`src/common/fantm_pkg.sv`:
```
// Package: constants, types and states for the fan tachometer channel
`default_nettype none
package fantm_pkg;
    // Clock and time base
    localparam int FANTM_CLK_HZ      = 200_000_000;
    localparam int FANTM_CLK_NS      = 5;
    localparam int FANTM_TB_HZ       = 20_000;
    localparam int FANTM_TB_CYCLES   = FANTM_CLK_HZ / FANTM_TB_HZ;
    // Input filter settle time, rounded up to whole cycles
    localparam int FANTM_FILT_NS     = 1000;
    localparam int FANTM_FILT_CYCLES = (FANTM_FILT_NS + FANTM_CLK_NS - 1) / FANTM_CLK_NS;
    // Control register layout
    localparam int FANTM_EN_BIT      = 7;
    localparam int FANTM_IE_BIT      = 6;
    localparam int FANTM_DIV_LSB     = 0;
    localparam int FANTM_DIV_W       = 2;
    localparam int FANTM_BYP_LSB     = 5;
    localparam int FANTM_BYP_W       = 2;
    localparam int FANTM_PRE_W       = 3;
    localparam logic [7:0] FANTM_CTRL_RESET = 8'h00;
    localparam logic [7:0] FANTM_CTRL_WMASK = 8'hc3;
    localparam logic [7:0] FANTM_CTRL_ADDR  = 8'h3c;
    localparam logic [7:0] FANTM_CNT_ZERO   = 8'h00;
    localparam logic [7:0] FANTM_CNT_FULL   = 8'hff;
    localparam logic [7:0] FANTM_CNT_ONE    = 8'h01;
    localparam logic [FANTM_BYP_W-1:0] FANTM_BYP_OFF = 2'h0;

    // Control register fields
    typedef struct packed {
        logic       en;
        logic       ie;
        logic [3:0] rsvd;
        logic [1:0] div;
    } fantm_ctrl_t;

    // Pin drive pair
    typedef struct packed {
        logic out;
        logic oe;
    } fantm_pin_t;

    typedef enum logic [1:0] {
        FANTM_OFF = 2'b00,
        FANTM_ARM = 2'b01,
        FANTM_RUN = 2'b10
    } fantm_state_t;
endpackage : fantm_pkg
`default_nettype wire

```
`src/core/fantm_filter.sv`:
```
// Tachometer input filter: level must hold steady before it is accepted
`default_nettype none
module fantm_filter
    import fantm_pkg::*;
#(
    parameter int FILT_CYCLES = FANTM_FILT_CYCLES
) (
    input  wire logic sys_clk,
    input  wire logic rst,
    input  wire logic enable,
    input  wire logic raw,
    output logic      level,
    output logic      rise
);
    localparam int CW = $clog2(FILT_CYCLES + 1);
    localparam logic [CW-1:0] CNT_LAST = CW'(FILT_CYCLES - 1);

    logic [CW-1:0] cnt;
    logic [CW-1:0] next_cnt;
    logic          next_level;
    logic          next_rise;

    // Count cycles of disagreement; while enabled, flip only after a full settle period
    always_comb begin
        next_cnt   = '0;
        next_level = level;
        next_rise  = 1'b0;
        if (enable && raw != level) begin
            if (cnt == CNT_LAST) begin
                next_level = raw;
                next_rise  = raw;
            end else begin
                next_cnt = cnt + CW'(1);
            end
        end else if (!enable) begin
            next_level = raw;                  // Idle tracks pin: no fake rise on enable
        end
    end

    always_ff @(posedge sys_clk) begin
        if (rst) begin
            cnt   <= '0;
            level <= 1'b0;
            rise  <= 1'b0;
        end else begin
            cnt   <= next_cnt;
            level <= next_level;
            rise  <= next_rise;
        end
    end

    // A level change always follows the input seen the cycle before
    filt_follow_a: assert property (@(posedge sys_clk) disable iff (rst)
        enable && !$stable(level) && $past(enable) |-> level == $past(raw))
        else $error("filter flipped against input");
endmodule : fantm_filter
`default_nettype wire

```
`src/core/fantm_monitor.sv`:
```
// Fan speed monitor channel 3: pin takeover, period counter, count register
`default_nettype none
module fantm_monitor
    import fantm_pkg::*;
#(
    parameter int TB_CYCLES   = FANTM_TB_CYCLES,
    parameter int FILT_CYCLES = FANTM_FILT_CYCLES
) (
    input  wire logic                   sys_clk,
    input  wire logic                   rst,
    input  wire logic                   ctrl_wr,
    input  wire logic [7:0]             ctrl_wdata,
    input  wire logic [7:0]             fan_channel3_overflow_limit,
    input  wire logic                   int_clear,
    input  wire logic [FANTM_BYP_W-1:0] bypass_sel,
    input  wire logic                   bypass_data,
    input  wire fantm_pin_t             gpio_pin,
    input  wire logic                   port2_bit3_in,
    output fantm_pin_t                  port2_bit3,
    output fantm_ctrl_t                 fan_channel3_control,
    output logic [7:0]                  fan_channel3_count,
    output logic                        fan_int,
    output logic [7:0]                  interrupt_source_register
);
    localparam int TW = $clog2(TB_CYCLES + 1);
    localparam logic [TW-1:0] TB_LAST = TW'(TB_CYCLES - 1);

    fantm_ctrl_t  ctrl;
    fantm_state_t state;
    fantm_state_t next_state;
    fantm_ctrl_t  next_ctrl;
    fantm_pin_t   next_pin;
    logic [TW-1:0]          tb_cnt;
    logic [TW-1:0]          next_tb_cnt;
    logic [FANTM_PRE_W-1:0] pre_cnt;
    logic [FANTM_PRE_W-1:0] next_pre_cnt;
    logic [FANTM_PRE_W-1:0] pre_max;
    logic [7:0]             cnt;
    logic [7:0]             next_cnt;
    logic [7:0]             count;
    logic [7:0]             next_count;
    logic [7:0]             src;
    logic [7:0]             next_src;
    logic                   half;
    logic                   next_half;
    logic                   irq;
    logic                   next_irq;
    logic                   tb_tick;
    logic                   div_tick;
    logic                   rev_done;
    logic                   irq_set;
    logic                   tach_level;
    logic                   tach_rise;

    assign fan_channel3_control      = ctrl;
    assign fan_channel3_count        = count;
    assign fan_int                   = irq;
    assign interrupt_source_register = src;

    // Tachometer conditioning
    fantm_filter #(
        .FILT_CYCLES (FILT_CYCLES)
    ) u_filter (
        .sys_clk (sys_clk),
        .rst     (rst),
        .enable  (ctrl.en),
        .raw     (port2_bit3_in),
        .level   (tach_level),
        .rise    (tach_rise)
    );

    // Time base and divisor ticks
    assign tb_tick  = (tb_cnt == TB_LAST);
    assign pre_max  = FANTM_PRE_W'((4'h1 << ctrl.div) - 4'h1);
    assign div_tick = tb_tick && (pre_cnt == pre_max);
    assign rev_done = (state == FANTM_RUN) && tach_rise && half;
    assign irq_set  = ctrl.en && ctrl.ie && (state == FANTM_RUN)
                      && (cnt >= fan_channel3_overflow_limit);

    // Next-state logic for control, pin, counting and interrupt
    always_comb begin
        next_ctrl    = ctrl;
        next_pin     = gpio_pin;
        next_state   = state;
        next_tb_cnt  = tb_tick ? '0 : tb_cnt + TW'(1);
        next_pre_cnt = pre_cnt;
        next_cnt     = cnt;
        next_count   = count;
        next_half    = half;
        next_irq     = irq;
        next_src     = src;
        if (ctrl_wr) begin
            next_ctrl = fantm_ctrl_t'(ctrl_wdata & FANTM_CTRL_WMASK);
        end
        // Pin takeover; bypass select survives the override
        if (ctrl.en) begin
            if (bypass_sel != FANTM_BYP_OFF) begin
                next_pin.out = bypass_data;
                next_pin.oe  = 1'b1;
            end else begin
                next_pin.out = 1'b0;
                next_pin.oe  = 1'b0;
            end
        end
        if (tb_tick) begin
            next_pre_cnt = (pre_cnt >= pre_max) ? '0 : pre_cnt + FANTM_PRE_W'(1);
        end
        unique case (state)
            FANTM_OFF: begin
                next_count = FANTM_CNT_ZERO;
                next_cnt   = FANTM_CNT_ZERO;
                next_half  = 1'b0;
                if (ctrl.en) begin
                    next_state = FANTM_ARM;
                end
            end
            FANTM_ARM: begin
                if (tach_rise) begin
                    next_state   = FANTM_RUN;
                    next_cnt     = FANTM_CNT_ZERO;
                    next_pre_cnt = '0;
                    next_half    = 1'b0;
                end
            end
            FANTM_RUN: begin
                if (tach_rise) begin
                    next_half = !half;
                end
                if (rev_done) begin
                    next_cnt = div_tick ? FANTM_CNT_ONE : FANTM_CNT_ZERO;
                    if (!irq) begin
                        next_count = cnt;
                    end
                end else begin
                    if (div_tick && cnt != FANTM_CNT_FULL) begin
                        next_cnt = cnt + FANTM_CNT_ONE;
                    end
                    if (cnt == FANTM_CNT_FULL && !irq) begin
                        next_count = FANTM_CNT_FULL;
                    end
                end
            end
            default: begin
                next_state = FANTM_OFF;
            end
        endcase
        if (!ctrl.en) begin
            next_state = FANTM_OFF;
        end
        // Clear drops flag and count; a new event in that cycle wins
        if (int_clear && irq) begin
            next_irq   = 1'b0;
            next_count = FANTM_CNT_ZERO;
        end
        if (irq_set) begin
            next_irq = 1'b1;
            next_src = FANTM_CTRL_ADDR;
        end
    end

    always_ff @(posedge sys_clk) begin
        if (rst) begin
            ctrl       <= fantm_ctrl_t'(FANTM_CTRL_RESET);
            port2_bit3 <= '0;
            state      <= FANTM_OFF;
            tb_cnt     <= '0;
            pre_cnt    <= '0;
            cnt        <= FANTM_CNT_ZERO;
            count      <= FANTM_CNT_ZERO;
            half       <= 1'b0;
            irq        <= 1'b0;
            src        <= FANTM_CNT_ZERO;
        end else begin
            ctrl       <= next_ctrl;
            port2_bit3 <= next_pin;
            state      <= next_state;
            tb_cnt     <= next_tb_cnt;
            pre_cnt    <= next_pre_cnt;
            cnt        <= next_cnt;
            count      <= next_count;
            half       <= next_half;
            irq        <= next_irq;
            src        <= next_src;
        end
    end

    // Checks on pin takeover, counting and interrupt behaviour
    pin_input_a: assert property (@(posedge sys_clk) disable iff (rst)
        ctrl.en && bypass_sel == FANTM_BYP_OFF |=> !port2_bit3.oe)
        else $error("enabled pin still driven");
    bypass_drive_a: assert property (@(posedge sys_clk) disable iff (rst)
        ctrl.en && bypass_sel != FANTM_BYP_OFF
        |=> port2_bit3.oe && port2_bit3.out == $past(bypass_data))
        else $error("bypass not driven");
    off_pass_a: assert property (@(posedge sys_clk) disable iff (rst)
        !ctrl.en |=> port2_bit3 == $past(gpio_pin))
        else $error("disabled channel altered pin");
    tb_spacing_a: assert property (@(posedge sys_clk) disable iff (rst)
        tb_tick |=> !tb_tick [*8])
        else $error("time base ticks too close");
    counter_sat_a: assert property (@(posedge sys_clk) disable iff (rst)
        state == FANTM_RUN && cnt == FANTM_CNT_FULL && !rev_done && ctrl.en
        |=> cnt == FANTM_CNT_FULL)
        else $error("counter wrapped");
    publish_rev_a: assert property (@(posedge sys_clk) disable iff (rst)
        rev_done && !irq && ctrl.en |=> count == $past(cnt))
        else $error("count not refreshed at revolution");
    freeze_a: assert property (@(posedge sys_clk) disable iff (rst)
        irq && !int_clear && ctrl.en && state == FANTM_RUN |=> $stable(count))
        else $error("count moved while interrupt pending");
    arm_zero_a: assert property (@(posedge sys_clk) disable iff (rst)
        state == FANTM_ARM |-> count == FANTM_CNT_ZERO)
        else $error("count nonzero before first revolution");
    int_raise_a: assert property (@(posedge sys_clk) disable iff (rst)
        irq_set |=> irq && src == FANTM_CTRL_ADDR)
        else $error("interrupt not raised at limit");

    rev_seen_c: cover property (@(posedge sys_clk) disable iff (rst) rev_done);
    int_seen_c: cover property (@(posedge sys_clk) disable iff (rst) irq_set && !irq);
    stall_seen_c: cover property (@(posedge sys_clk) disable iff (rst)
        count == FANTM_CNT_FULL);
    bypass_seen_c: cover property (@(posedge sys_clk) disable iff (rst)
        ctrl.en && port2_bit3.oe);
endmodule : fantm_monitor
`default_nettype wire

```
`config.mk`:
```
export PLATFORM = sky130hd
export DESIGN_NAME = fantm_monitor
export DESIGN_NICKNAME = d
export VERILOG_FILES = /design/src/common/fantm_pkg.sv /design/src/core/fantm_filter.sv /design/src/core/fantm_monitor.sv
export SDC_FILE = /design/constraint.sdc
export NUM_CORES = 1
export LEC_CHECK = 0
export ABC_AREA = 1
export BUFFER_PORTS_ARGS = -buffer_cell sky130_fd_sc_hd__buf_2
export CAP_MARGIN = 30
export CORE_AREA = 2 2 103 105
export CTS_CLUSTER_SIZE = 16
export DETAILED_ROUTE_END_ITERATION = 8
export DIE_AREA = 0 0 105 107
export GPL_ROUTABILITY_DRIVEN = 0
export GPL_TIMING_DRIVEN = 0
export PLACE_DENSITY_LB_ADDON = 0.3
export SLEW_MARGIN = 20
export SYNTH_ARGS = -nofsm -noshare
export SYNTH_HDL_FRONTEND = slang
export SYNTH_SLANG_ARGS = --single-unit
```
`constraint.sdc`:
```
create_clock -name sys_clk -period 5.1 [get_ports sys_clk]
set_input_delay 0.765 -clock sys_clk [delete_from_list [all_inputs] [get_ports sys_clk]]
set_output_delay 0.765 -clock sys_clk [all_outputs]
set_load 0.02 [all_outputs]
```
==> impl_metrics.csv <==
group,metric,value,unit
floorplan,ios,53,
detailed_routing,dr.first_iter.drc_count,95,
timing,fin_ws,3.190,ns
detailed_routing,ant_nets,0,
synth,syn_inst,407,
timing,relSlewSlack,0.5323,
clock_tree,cts_resized,0,
global_routing,grt_use_total,0.1174,
detailed_routing,routed_wl,6231,um
timing,setup_viol,0,
critical_path,cp.arrival,2.16,ns
critical_path,critPathCaptureType,"register",
floorplan,dieArea,11240,um2
layout,drive_gt1_frac,0.1905,
timing,min_period,1.910,ns
hold_path,worstHoldPathType,"register to register",
placement,io_buffers,40,
synth,syn_area,2948,um2
run_status,outcome,"finished clean",
clock_tree,clock_sinks,54,
global_routing,grt_antenna_before_repair,0,
floorplan,initial_core_util,0.2921,
detailed_routing,dr_wl_met2,2645,um
clock_tree,cts_tree,"yes",
pwr,p_leak,0.001485,uW
floorplan,row_count,37,
timing,worst_pin_slew,0.7016,ns
synth,synthTopCellsByArea,"dfxtp_1 37%, nand2_1 9.8%, inv_1 7.1%",
floorplan,die_h,107,um
layout,layout_common_cells,"77 x nand2_1, 56 x inv_1, 54 x dfxtp_1, 48 x nor2_1, 41 x buf_2",
critical_path,rr_endpoint,"cnt[0]$_SDFFE_PP0P_",
synth,synth_top_area_share,0.3667,
clock_tree,cts.reportedPaths.clkPinSlew,0.10,ns
clock_tree,worstSkewPairLatency,0.30,ns
layout,layout_commonest_cell,"nand2_1",
clock_tree,cts.htree.levels,2,
critical_path,cp.required,5.35,ns
synth,avgSynthCellArea,7.243,um2
timing,drv_slew,0,
timing,clock_skew,0.006430,ns
synth,ys_ff_latch,54,
detailed_routing,met3_length,368,um
timing,max_clock_freq,523.5,MHz
timing,fin_crit_sh,0.3745,
pwr,vdd_drop_max,0.1521,mV
clock_tree,hold_buffers,0,
timing,hold_violations,0,
detailed_routing,vias,2611,
synth,ys_seq_area_frac,0.3667,
critical_path,critPathLaunchType,"register",
layout,fin_cells,598,
synth,synthArstFlopShare,0,
placement,post-place-ws,3.149,ns
clock_tree,clockBufferDepth,2,
critical_path,regToRegSetupSlack,3.19,ns
detailed_routing,top_layer,"met4",
critical_path,r2r_cells,10,
critical_path,critPathLaunch,"fan_channel3_control[1]$_SDFFE_PP0P_",
pwr,p_per_area,231.8,nW/um2
placement,dp_hpwl,4859,um
global_routing,gr-total-overflow,0,
layout,syn_to_final_growth,17.19,%
detailed_routing,vias_per_cell,4.366,
synth,synth_warnings,0,
timing,setup-tns-final,0,ns
floorplan,die_w,105,um
floorplan,core_area,10090,um2
global_routing,grt_pass1_vias,2479,
pwr,p_total,800.8,uW
synth,yosysUniqueCellTypes,37,
critical_path,crit_fanout,9,
job,drv_cap,0,
global_routing,grt_pass1_wl,10980,um
synth,yosysTopAreaCell,"dfxtp_1",
synth,synth-main-ff-cell,"dfxtp_1",
timing,grt_setup_unrepaired,"false",
detailed_routing,dr.pass1.iters,5,
synth,synth_enable_flop_cells,0,
detailed_routing,drc,0,
global_routing,grt_max_degree,17,
layout,n_antenna_cell,0,
critical_path,r2r-start,"fan_channel3_control[1]$_SDFFE_PP0P_",
clock_tree,post_cts_buffers,0,
detailed_routing,wl_met1,3146,um
placement,place_inst,590,
critical_path,path_class,"register to register",
layout,nNetsFinal,502,
clock_tree,numCtsBuffers,5,
critical_path,crit_end,"cnt[0]$_SDFFE_PP0P_",
clock_tree,root_buffer,"clkbuf_8",
detailed_routing,wl_per_cell,10.42,um
==> registers in the layout, indices dropped and copies added, names as in the netlist <==
| name | count |
|---|---|
| fan_channel3_control | 4 |
| half | 1 |
| tb_cnt | 14 |
| pre_cnt | 3 |
| state | 2 |
| u_filter.level | 1 |
| u_filter.cnt | 8 |
| interrupt_source_register | 1 |
| fan_channel3_count | 8 |
| u_filter.rise | 1 |
| cnt | 8 |
| fan_int | 1 |
| port2_bit3 | 2 |
==> per-stage QoR <==
stage,hold WS [ns],instance area [um2],utilization
4_1_cts,0.4539,3455,0.3423
2_1_floorplan,0.4175,2974,-
3_3_place_gp,0.4291,3344,0.3314
3_5_place_dp,0.4392,3344,0.3314
5_1_grt,0.4707,3455,0.3423
6_report,0.4498,3455,0.3423
==> layer usage <==
layer | global-route usage | up-vias
li1 | - | 1407
met3 | 0.02857 | 8
met1 | 0.1583 | 1125
met2 | 0.1888 | 71
met5 | 0 | -
met4 | 0.02857 | 0
==> report_power, final <==
part | switching [uW] | leakage [uW] | internal (uW) | total [uW]
combinational | 45.6 | 0.000996 | 29.0 | 74.6
clock | 142 | 0.0000514 | 147 | 289
sequential | 7.07 | 0.000438 | 430 | 438
total | 195 | 0.00149 | 606 | 801
==> synth_stat cells (2+ instances only) <==
library cell	instances
nand2_1	77
inv_1	56
dfxtp_1	54
nor2_1	48
a21oi_1	39
nand3_1	22
ha_1	15
o21ai_0	14
buf_4	13
nor3_1	12
nand4_1	6
o21ai_2	6
nor3b_1	5
or2_2	5
xor2_1	4
nand2_4	3
clkbuf_1	2
inv_2	2
nand3b_1	2
nor2_4	2
nor4_1	2
o211ai_1	2
o21ai_1	2
==> worst min path at each step <==
stage | cells past startpoint | slack [ns] | endpoint | from
floorplan | 1 | 0.42 | tb_cnt[0]$_SDFF_PP0_ | tb_cnt[0]$_SDFF_PP0_
global route | 2 | 0.47 | fan_channel3_count[5]$_SDFFE_PP0P_ | fan_channel3_count[5]$_SDFFE_PP0P_
global placement | 1 | 0.43 | u_filter.cnt[0]$_SDFF_PP0_ | u_filter.cnt[0]$_SDFF_PP0_
finish | 2 | 0.45 | fan_channel3_count[3]$_SDFFE_PP0P_ | fan_channel3_count[3]$_SDFFE_PP0P_
detailed placement | 2 | 0.44 | fan_channel3_count[3]$_SDFFE_PP0P_ | fan_channel3_count[3]$_SDFFE_PP0P_
CTS | 2 | 0.45 | fan_channel3_count[3]$_SDFFE_PP0P_ | fan_channel3_count[3]$_SDFFE_PP0P_
==> kinds of logic after synthesis <==
| logic type | count (synthesis) | synth area share |
|---|---|---|
| AND/OR/NAND/NOR | 192 | 0.3162 |
| buffers and inverters | 75 | 0.1142 |
| AO/OA/AOI/OAI | 65 | 0.1231 |
| flip-flops | 54 | 0.3667 |
| adder cells (fa/ha/maj) | 15 | 0.06367 |
| XOR/XNOR | 5 | 0.01486 |
| other | 1 | 0.001272 |
==> critical path, stage by stage (launching register included) <==
cell and delay (ns):
dfxtp_1 0.34, or2_2 0.29, ha_1 0.27, inv_1 0.03, nor2_1 0.24, nand4_2 0.21, nand2_8 0.14, nand2_4 0.09
nand2_1 0.08, nand2_1 0.05, nor2_1 0.11
==> area by class of cell <==
| cell class | instances | area (um2) |
|---|---|---|
| Fill cell | 1146 | 6638 |
| Clock inverter | 2 | 37.54 |
| Buffer | 16 | 110.1 |
| Tap cell | 136 | 170.2 |
| Multi-Input combinational cell | 285 | 1556 |
| Sequential cell | 54 | 1081 |
| Inverter | 59 | 226.5 |
| Clock buffer | 6 | 72.57 |
| Timing Repair Buffer | 40 | 200.2 |
Note: power is estimated with default switching activity, not from simulation.
